==> src/pkg/prcc_pkg.sv <==
package prcc_pkg;
  // ---------------------------------------------------------------------------
  // register map (byte addresses, 32-bit aligned words)
  // ---------------------------------------------------------------------------
  localparam logic [31:0] PRCC_RETRY_TALLY_ADDR   = 32'h0F00_0C30;
  localparam logic [31:0] PRCC_SETUP_CTRL_ADDR    = 32'h0F00_0C34;
  localparam logic [31:0] PRCC_CLK_DIV_SEL_ADDR   = 32'h0F00_0C38;
  // ---------------------------------------------------------------------------
  // field layout
  // ---------------------------------------------------------------------------
  localparam int          PRCC_TALLY_W            = 8;
  localparam int          PRCC_SETUP_BIT          = 2;
  localparam int          PRCC_DIV_SEL_W          = 2;
  // ---------------------------------------------------------------------------
  // reset values
  // ---------------------------------------------------------------------------
  localparam logic [7:0]  PRCC_TALLY_RST          = 8'h00;
  localparam logic        PRCC_SETUP_RST          = 1'b0;
  localparam logic [1:0]  PRCC_DIV_SEL_RST        = 2'h0;
  // ---------------------------------------------------------------------------
  // divider codes and half-period counts in internal clock cycles
  // ---------------------------------------------------------------------------
  localparam logic [1:0]  PRCC_SEL_DIV2           = 2'h0;
  localparam logic [1:0]  PRCC_SEL_DIV4           = 2'h1;
  localparam logic [1:0]  PRCC_SEL_DIV1           = 2'h2;
  localparam logic [1:0]  PRCC_SEL_RSVD           = 2'h3;
  localparam logic [1:0]  PRCC_DIV4_HALF_LAST     = 2'h1;
  // ---------------------------------------------------------------------------
  // axi responses
  // ---------------------------------------------------------------------------
  localparam logic [1:0]  PRCC_RESP_OKAY          = 2'h0;
  localparam logic [1:0]  PRCC_RESP_SLVERR        = 2'h2;
endpackage : prcc_pkg

==> src/hw/prcc_clk_div.sv <==
`timescale 1ns/1ps
`default_nettype none
// ---------------------------------------------------------------------------
// bus clock divider: /1 gives an enable-every-cycle strobe, /2 and /4 toggle
// ---------------------------------------------------------------------------
module prcc_clk_div
  import prcc_pkg::*;
(
  // clock and reset
  input  wire logic       clock,
  input  wire logic       rstn,
  // selection
  input  wire logic [1:0] div_sel,
  // divided clock, registered
  output logic            bus_clk,
  output logic            bus_clk_en
);
  typedef struct packed {
    logic [1:0] cnt;
    logic       clk;
    logic       en;
  } prcc_div_state_t;

  prcc_div_state_t st_reg;
  prcc_div_state_t st_next;

  always_comb begin
    st_next    = st_reg;
    st_next.en = 1'b0;
    case (div_sel)
      PRCC_SEL_DIV1: begin // [RULE5]
        // divide-by-one cannot come from a flop; the strobe marks every cycle
        st_next.clk = ~st_reg.clk;
        st_next.en  = 1'b1;
        st_next.cnt = 2'h0;
      end
      PRCC_SEL_DIV4: begin // [RULE6]
        if (st_reg.cnt == PRCC_DIV4_HALF_LAST) begin
          st_next.cnt = 2'h0;
          st_next.clk = ~st_reg.clk;
          st_next.en  = ~st_reg.clk;
        end else begin
          st_next.cnt = st_reg.cnt + 2'h1;
        end
      end
      default: begin // [RULE7]
        // reserved code falls back to the reset rate
        st_next.cnt = 2'h0;
        st_next.clk = ~st_reg.clk;
        st_next.en  = ~st_reg.clk;
      end
    endcase
  end

  always_ff @(posedge clock or negedge rstn) begin
    if (!rstn) begin
      st_reg <= '0;
    end else begin
      st_reg <= st_next;
    end
  end

  assign bus_clk    = st_reg.clk;
  assign bus_clk_en = st_reg.en;
endmodule : prcc_clk_div
`default_nettype wire

==> src/hw/prcc_regs.sv <==
// Notes on behaviour
// [RULE1] an 8-bit read-only tally of generated retries sits in the low byte of retry_tally.
// [RULE2] software sets the setup-complete bit once the bridge unit is programmed.
// [RULE3] with setup-complete at one, target cycles pass through normally.
// [RULE4] with setup-complete at zero, every target cycle is answered with a retry.
// [RULE5] divider code 10 runs the bus clock at the internal rate; pci_bus_clk_en strobes every cycle, pci_bus_clk runs at half rate.
// [RULE6] divider code 01 divides the internal clock by four.
// [RULE7] divider code 00 divides by two; software does not program code 11.
// [RULE8] reserved bits read as zero and software writes zeros there.
// [RULE9] reset clears the tally, the setup-complete bit and the divider select.
// [RULE10] the tally steps by one on each retry termination issued.
`timescale 1ns/1ps
`default_nettype none
module prcc_regs
  import prcc_pkg::*;
(
  // clock and reset
  input  wire logic        clock,
  input  wire logic        rstn,
  // axi4-lite write address
  input  wire logic [31:0] s_axi_awaddr,
  input  wire logic        s_axi_awvalid,
  output logic             s_axi_awready,
  // axi4-lite write data
  input  wire logic [31:0] s_axi_wdata,
  input  wire logic [3:0]  s_axi_wstrb,
  input  wire logic        s_axi_wvalid,
  output logic             s_axi_wready,
  // axi4-lite write response
  output logic [1:0]       s_axi_bresp,
  output logic             s_axi_bvalid,
  input  wire logic        s_axi_bready,
  // axi4-lite read address
  input  wire logic [31:0] s_axi_araddr,
  input  wire logic        s_axi_arvalid,
  output logic             s_axi_arready,
  // axi4-lite read data
  output logic [31:0]      s_axi_rdata,
  output logic [1:0]       s_axi_rresp,
  output logic             s_axi_rvalid,
  input  wire logic        s_axi_rready,
  // pci target side, same clock domain
  input  wire logic        target_cycle_start,
  output logic             target_retry,
  output logic             target_accept,
  // pci bus clock
  output logic             pci_bus_clk,
  output logic             pci_bus_clk_en
);
  // ---------------------------------------------------------------------------
  // state
  // ---------------------------------------------------------------------------
  typedef struct packed {
    logic        aw_held;
    logic [31:0] aw_addr;
    logic        w_held;
    logic [31:0] w_data;
    logic [3:0]  w_strb;
    logic        awready;
    logic        wready;
    logic        bvalid;
    logic [1:0]  bresp;
    logic        arready;
    logic        rvalid;
    logic [31:0] rdata;
    logic [1:0]  rresp;
    logic [7:0]  tally;
    logic        setup_done;
    logic [1:0]  div_sel;
    logic        retry;
    logic        accept;
  } prcc_state_t;

  prcc_state_t st_reg;
  prcc_state_t st_next;
  logic        div_clk;
  logic        div_en;

  // ---------------------------------------------------------------------------
  // next state
  // ---------------------------------------------------------------------------
  always_comb begin
    st_next        = st_reg;
    st_next.retry  = 1'b0;
    st_next.accept = 1'b0;
    // write channels are taken independently, in any order
    if (s_axi_awvalid && !st_reg.aw_held) begin
      st_next.aw_held = 1'b1;
      st_next.aw_addr = s_axi_awaddr;
    end
    if (s_axi_wvalid && !st_reg.w_held) begin
      st_next.w_held = 1'b1;
      st_next.w_data = s_axi_wdata;
      st_next.w_strb = s_axi_wstrb;
    end
    if (st_reg.aw_held && st_reg.w_held && !st_reg.bvalid) begin
      st_next.aw_held = 1'b0;
      st_next.w_held  = 1'b0;
      st_next.bvalid  = 1'b1;
      st_next.bresp   = PRCC_RESP_OKAY;
      case (st_reg.aw_addr)
        PRCC_RETRY_TALLY_ADDR: begin
          // read-only; write ignored quietly
        end
        PRCC_SETUP_CTRL_ADDR: begin
          if (st_reg.w_strb[0]) begin
            st_next.setup_done = st_reg.w_data[PRCC_SETUP_BIT]; // [RULE2]
          end
        end
        PRCC_CLK_DIV_SEL_ADDR: begin
          if (st_reg.w_strb[0]) begin
            st_next.div_sel = st_reg.w_data[PRCC_DIV_SEL_W-1:0]; // [RULE7]
          end
        end
        default: begin
          st_next.bresp = PRCC_RESP_SLVERR;
        end
      endcase
    end
    if (st_reg.bvalid && s_axi_bready) begin
      st_next.bvalid = 1'b0;
    end
    // ready flags mirror the holding flags so the ports leave straight from flops
    st_next.awready = !st_next.aw_held;
    st_next.wready  = !st_next.w_held;
    // read: address taken and data presented in the same cycle, arready together with rvalid
    st_next.arready = 1'b0;
    if (s_axi_arvalid && !st_reg.arready && !st_reg.rvalid) begin
      st_next.arready = 1'b1;
      st_next.rvalid  = 1'b1;
      st_next.rresp   = PRCC_RESP_OKAY;
      st_next.rdata   = 32'h0000_0000; // [RULE8]
      case (s_axi_araddr)
        PRCC_RETRY_TALLY_ADDR: st_next.rdata[PRCC_TALLY_W-1:0] = st_reg.tally; // [RULE1]
        PRCC_SETUP_CTRL_ADDR:  st_next.rdata[PRCC_SETUP_BIT]   = st_reg.setup_done;
        PRCC_CLK_DIV_SEL_ADDR: st_next.rdata[PRCC_DIV_SEL_W-1:0] = st_reg.div_sel;
        default:               st_next.rresp = PRCC_RESP_SLVERR;
      endcase
    end
    if (st_reg.rvalid && s_axi_rready) begin
      st_next.rvalid = 1'b0;
    end
    // pci target gate
    if (target_cycle_start) begin
      if (st_reg.setup_done) begin
        st_next.accept = 1'b1; // [RULE3]
      end else begin
        st_next.retry = 1'b1; // [RULE4]
        // wraps at 255; a narrow tally is all software sees
        st_next.tally = st_reg.tally + 8'h01; // [RULE10]
      end
    end
  end

  // ---------------------------------------------------------------------------
  // registers
  // ---------------------------------------------------------------------------
  always_ff @(posedge clock or negedge rstn) begin
    if (!rstn) begin
      st_reg            <= '0;
      st_reg.tally      <= PRCC_TALLY_RST; // [RULE9]
      st_reg.setup_done <= PRCC_SETUP_RST;
      st_reg.div_sel    <= PRCC_DIV_SEL_RST;
      // both write channels stay open while in reset
      st_reg.awready    <= 1'b1;
      st_reg.wready     <= 1'b1;
    end else begin
      st_reg <= st_next;
    end
  end

  // ---------------------------------------------------------------------------
  // bus clock
  // ---------------------------------------------------------------------------
  prcc_clk_div u_div (
    .clock      (clock),
    .rstn       (rstn),
    .div_sel    (st_reg.div_sel),
    .bus_clk    (div_clk),
    .bus_clk_en (div_en)
  );

  assign s_axi_awready  = st_reg.awready;
  assign s_axi_wready   = st_reg.wready;
  assign s_axi_bvalid   = st_reg.bvalid;
  assign s_axi_bresp    = st_reg.bresp;
  assign s_axi_arready  = st_reg.arready;
  assign s_axi_rvalid   = st_reg.rvalid;
  assign s_axi_rdata    = st_reg.rdata;
  assign s_axi_rresp    = st_reg.rresp;
  assign target_retry   = st_reg.retry;
  assign target_accept  = st_reg.accept;
  assign pci_bus_clk    = div_clk;
  assign pci_bus_clk_en = div_en;
endmodule : prcc_regs
`default_nettype wire

==> config.mk <==
export PLATFORM = sky130hd
export DESIGN_NAME = prcc_regs
export DESIGN_NICKNAME = d
export VERILOG_FILES = /design/src/pkg/prcc_pkg.sv /design/src/hw/prcc_clk_div.sv /design/src/hw/prcc_regs.sv
export SDC_FILE = /design/constraint.sdc
export NUM_CORES = 1
export LEC_CHECK = 0
export BUFFER_PORTS_ARGS = -buffer_cell sky130_fd_sc_hd__clkbuf_2
export CAP_MARGIN = 25
export CORE_ASPECT_RATIO = 2
export CORE_MARGIN = 8
export CORE_UTILIZATION = 40
export CTS_BUF_LIST = sky130_fd_sc_hd__clkbuf_2 sky130_fd_sc_hd__clkbuf_4 sky130_fd_sc_hd__clkbuf_8
export CTS_CLUSTER_SIZE = 16
export DETAILED_ROUTE_END_ITERATION = 10
export PLACE_DENSITY = 0.71
export SLEW_MARGIN = 20
export SYNTH_ARGS = -nofsm -noshare
export SYNTH_HDL_FRONTEND = slang
export SYNTH_SLANG_ARGS = --single-unit
==> constraint.sdc <==
create_clock -name clock -period 2.2 [get_ports clock]
set_clock_uncertainty 0.2 [all_clocks]
set_input_delay 0.11 -clock clock [delete_from_list [all_inputs] [get_ports clock]]
set_output_delay 0.11 -clock clock [all_outputs]
set_load 0.02 [all_outputs]
==> results of run 1 <==
[cells in the mapped netlist (all sizes together), types with 3 or more instances]
| library cell | number |
|---|---|
| buf | 38 |
| nand3 | 3 |
| xnor2 | 5 |
| mux2i | 3 |
| nor2 | 4 |
| a21oi | 3 |
| nor4b | 5 |
| o21ai | 11 |
| ha | 3 |
| nor4 | 5 |
| inv | 9 |
| dfrtp | 68 |
| nor2b | 4 |
| nor4bb | 3 |
| nand2b | 5 |
| clkbuf | 6 |
| nand2 | 14 |
| mux2 | 40 |
| nand3b | 5 |
[per-layer routing]
metal  global-route usage [%]  wire length (um)  up-vias
met2                     25.3              4060      113
met4                     6.78               196        0
met3                     6.11               822       15
met5                        0                 0        -
met1                     13.4              2730     1155
li1                         -                 -     1125
[final timing paths]
check | startpoint | to | slack, ns | cells past startpoint
max in group asynchronous | rstn | s_axi_wready | 1.32 | 3
setup reg to reg | st_reg[98] | s_axi_bresp[1] | 0.12 | 6
setup / recovery | st_reg[98] | s_axi_bresp[1] | 0.12 | 6
hold / removal | s_axi_araddr[16] | s_axi_rdata[2] | 0.03 | 5
min in group asynchronous | rstn | st_reg[97] | 0.11 | 3
hold reg to reg | u_div.st_reg[2] | u_div.st_reg[2] | 0.25 | 1
[final cells by class]
type / count / share of cell area, %
Clock inverter: 6 / 1.57
Clock buffer: 10 / 3.09
Sequential cell: 70 / 39.4
Inverter: 9 / 0.759
Tap cell: 96 / 2.70
Timing Repair Buffer: 157 / 24.7
Multi-Input combinational cell: 160 / 27.8
[repair_timing]
item,in CTS,in global routing
setup endpoints to repair,0,6
gates resized for setup,0,2
hold buffers,56,0
hold endpoints to repair,123,0
[metrics by stage]
stage | setup slack [ns] | hold slack (ns) | util (%)
after floorplan | 0.312 | -0.386 | -
after global placement | 0.149 | -0.0455 | 46.6
final | 0.121 | 0.0323 | 56.5
after global routing | 0.0257 | 0.0372 | 56.5
after CTS | 0.0439 | 0.00482 | 56.3
after detailed placement | 0.109 | -0.0415 | 46.6
[kinds of logic after synthesis]
| kind of cell | after synthesis | synth area share (%) |
|---|---|---|
| flops | 70 | 54.4 |
| simple gates | 61 | 13.4 |
| buf+inv | 53 | 10.4 |
| mux | 43 | 14.9 |
| compound gates | 20 | 3.77 |
| xor+xnor | 7 | 1.90 |
| fa+ha+maj | 3 | 1.16 |
| other cells | 1 | 0.116 |
[tightest hold or removal path, delay by kind of cell]
family                 cells  cell delay (ns)
AO/OA/AOI/OAI              1             0.06
buffers and inverters      1             0.10
AND/OR/NAND/NOR            3             0.28
[where the power goes]
group / switching [uW] / internal [uW]
Sequential: 295 / 1760
Combinational: 470 / 625
Clock: 504 / 559
Total: 1270 / 2950
==> metrics, run 1 <==
Die Y-Extent between 100 and 150 um; Critical Path Most Common Cell buf_4; Max Clock Freq between 0.4 and 0.5 GHz; Die X-Extent 79.5 um; fin crit share 94.5%; non-filler cells, final between 500 and 600; port buffer count 94; core footprint slightly below 8000 um2; asr flop ratio synth 100%; most common cell after layout, fill and taps aside clkbuf_2; post-DP HPWL 5.41 mm; antenna viol nets, final 0; Maximum Capacitance Violations 0; max-slew violation count 0; Crit-path slowest cell a2111oi_0; vias in the first global route between 2000 and 3000; Synth area leader dfrtp_1; initial antenna violation count 0; Worst Setup End Kind flip-flop; Setup CP Type flip-flop to flip-flop; drt first pass iters 4; DRC 0; dpl cell area 3670 um2; Fin. Hold Viols 0; Setup violations, final 0; area occupied by multi-input gates between 1000 and 1500 um2; max reg flops 49; Crit path max-delay family compound AO/OA/AOI/OAI gates; crit-path max FO 3; GP Congestion 0.733; Post-Syn Area between 3000 and 4000 um2; Power Density 946 nW/um2; CTS buffer count 9; most frequent cells in the layout clkbuf_2 (93), dfrtp_1 (68), dlygate4sd3_1 (55); number of synthesized flops with an enable pin 0; total clock sinks 70; row cnt 46; RSZ-0062 raised after global routing no; min Tclk post-route between 2 and 2.5 ns; Ys Warns 0; I/O pin total 153; ys flop type dfrtp_1; post-route cell area approximately 4500 um2; GRT Util Overall 14.2%; Setup Total Neg Slack 0 ns; number of vias per cell about 4.7; clk_lat worst skew between 0.3 and 0.4 ns; die area approximately 11000 um2; Crit path largest cell delay roughly 0.53 ns; Avg Inst Size Synth ~12 um2; Cells after Synth about 260; fraction of layout cells with a size suffix above 1 just under 40%; Vias ~2400; grt ovf 0; Worst-path clk slew 0.08 ns; CTS root buffer clkbuf_8; Synth area leaders dfrtp_1 (53%), mux2_2 (12%), buf_4 (8.4%), mux2_1 (2.4%), dfstp_2 (1.6%); total length of routed wires between 7 and 8 mm; Crit path required time approximately 2.2 ns; final net count 518; synth-to-layout area growth 38.2%; # Post-CTS Setup Buffers 0; synthesized flop and latch total 70; Unique masters post-synth between 40 and 50; DR WL/cell ~15 um; CTS Buffer Depth 2; Inst Count DP 436; pin count of the biggest net entering global routing between 70 and 80; Slew HR 63.9%; Initial Util 40.9%; Worst setup SP type flip-flop; worst slew pin tran 0.528 ns; initial drt markers 95; CTS tree done; outcome finished clean; htree depth 3; Leak 0.00212 uW; share of the synthesized area in the top cell type between 50% and 60%; crit path DAT roughly 2.1 ns; sequential share of the synthesized area a little over half; fillcell total between 600 and 700; CP Buf/Inv Count 2; Antenna Cells 0; crit path cell chain nor4b_1 -> buf_4 -> nand4_1 -> a2111oi_0 -> buf_4 -> a21oi_1; first-pass GRT wire length 12.6 mm; worst vdd ir between 0.6 and 0.7 mV; sequential cell area approximately 1800 um2; Hold Path Class input port to flip-flop; Final Power about 4200 uW
(Power assumes the default switching activity.)
==> inputs of run 2 (changes only) <==
CTS_BUF_LIST = not set   (was sky130_fd_sc_hd__clkbuf_2 sky130_fd_sc_hd__clkbuf_4 sky130_fd_sc_hd__clkbuf_8)
SETUP_SLACK_MARGIN = 0.05   (was not set)
==> run 2 against run 1 <==
  * Worst hold slack gained 0.035 ns
  * Sequential cell count is the same
  * Critical endpoint unchanged
  * Global-route usage grew 0.32 points
  * Combinational power is essentially flat
  * Highest routed layer unchanged
  * Power grew 9.9%
  * Non-clock buffer count shrank 9
  * Register-to-register slack is essentially flat
  * Sequential power is essentially flat
  * First-iteration DRC count shrank 18%
  * Critical path type unchanged
  * Utilization grew 0.27 points
  * Cell count shrank 1.8%
==> metrics, run 2 (synthesis results as in run 1) <==
outcome finished clean; final net count approximately 510; most frequent cells in the layout clkbuf_2 (93), dfrtp_1 (68), dlygate4sd3_1 (46); number of vias per cell about 4.8; Maximum Capacitance Violations 0; CTS root buffer clkbuf_16; vias in the first global route between 2000 and 3000; CTS Buffer Depth 2; Critical Path Most Common Cell buf_4; Max Clock Freq ~0.48 GHz; first-pass GRT wire length 12.6 mm; Crit path largest cell delay about 0.48 ns; reg2reg start st_reg[98]; Setup violations, final 0; synth-to-layout area growth 38.8%; Crit path max-delay family simple AND/OR/NAND/NOR gates; max reg flops between 40 and 50; CP Buf/Inv Count 2; fin crit share 94.6%; most common cell after layout, fill and taps aside clkbuf_2; Die Y-Extent between 100 and 150 um; core footprint between 7000 and 8000 um2; Power Density ~1000 nW/um2; Hold Path Class input port to flip-flop; Worst Setup EP s_axi_bresp[1]; post-DP HPWL ~5.4 mm; pin count of the biggest net entering global routing a little over 70; Crit path required time 2.22 ns; crit-path max FO 3; CP Launch Point st_reg[98]; FF-to-FF setup slack between 0.1 and 0.15 ns; die area about 11000 um2; Setup Total Neg Slack 0 ns; worst vdd ir between 0.7 and 0.8 mV; worst r2r dst s_axi_bresp[1]; Final Power between 4000 and 5000 uW; RSZ-0062 raised after global routing no; total length of routed wires 7.74 mm; row cnt 46; max-slew violation count 0; crit path cell chain nor4b_2 -> buf_4 -> nand4_1 -> a2111oi_1 -> buf_4 -> a21oi_1; Initial Util roughly two fifths; DRC 0; GP Congestion about 0.73; GRT Util Overall 14.6%; worst reg2reg path depth 6; Die X-Extent 79.5 um; CTS buffer count 9; min Tclk post-route approximately 2.1 ns; htree depth 3; Leak ~0.0021 uW; initial antenna violation count 0; CTS tree done; fraction of layout cells with a size suffix above 1 ~40%; Setup CP Type flip-flop to flip-flop; drt first pass iters 4; antenna viol nets, final 0; grt ovf 0; port buffer count 94; Fin. Hold Viols 0; Worst setup SP type flip-flop; Vias 2385; clk_lat worst skew ~0.33 ns; initial drt markers between 70 and 80; DR WL/cell between 15 and 20 um; Antenna Cells 0; Worst-path clk slew 0.06 ns; total clock sinks 70; Crit-path slowest cell a2111oi_1; I/O pin total 153; critical path depth 6; Worst Setup End Kind flip-flop; crit path DAT roughly 2.1 ns
## run 2: worst min path at each step
stage / from / end / slack [ns] / depth (start not counted)
2_1_floorplan: rstn / s_axi_arready / -0.39 / 0
3_3_place_gp: rstn / st_reg[97] / -0.05 / 2
5_1_grt: s_axi_araddr[6] / s_axi_rdata[2] / 0.11 / 5
6_report: s_axi_araddr[8] / s_axi_rdata[2] / 0.07 / 5
4_1_cts: s_axi_araddr[8] / s_axi_rdata[2] / 0.06 / 5
3_5_place_dp: rstn / st_reg[98] / -0.04 / 2
## run 2: area by class of cell
cell class                      count  area, um2
Fill cell                         650       3410
Sequential cell                    70       1750
Multi-Input combinational cell    160       1250
Timing Repair Buffer              148       1000
Clock buffer                       10        239
Tap cell                           96        120
Clock inverter                      6       70.1
Inverter                            9       33.8
## run 2: power breakdown
part           switching (uW)  internal [uW]  total (uW)
clock                     545            913        1460
sequential                316           1770        2080
combinational             472            617        1090
## run 2: metrics by stage
step           hold slack [ns]  setup slack (ns)  util (%)  std cells  cell area, um2
6_report                0.0669             0.119      56.7        499            4470
5_1_grt                  0.106            0.0103      56.7        499            4470
4_1_cts                 0.0628            0.0713      56.4        498            4440
3_5_place_dp           -0.0415             0.109      46.6        436            3670
3_3_place_gp           -0.0455             0.149      46.6        436            3670
2_1_floorplan           -0.386             0.312         -        283            3320
## run 2: tightest hold or removal path, cell delays in order
cell      delay [ns]
clkbuf_2        0.07
nor2_1          0.03
and4_1          0.19
nand2_2         0.09
o41ai_2         0.06
## run 2: routing by layer
layer  vias up  global-route usage [%]  part of all wire (%)  routed length, um
li1       1114                       -                     -                  -
met1      1142                    13.6                    34               2600
met2       114                    25.6                    53               4090
met3        15                    5.79                    11                865
met4         0                    8.46                   2.4                189
met5         -                       0                     0                  0
## run 2: what timing repair did
action / in CTS / in global routing
resized for setup: 0 / 4
hold endpoints to repair: 117 / 0
buffers inserted: 0 / 1
hold buffers: 46 / 0
setup endpoints to repair: 0 / 5
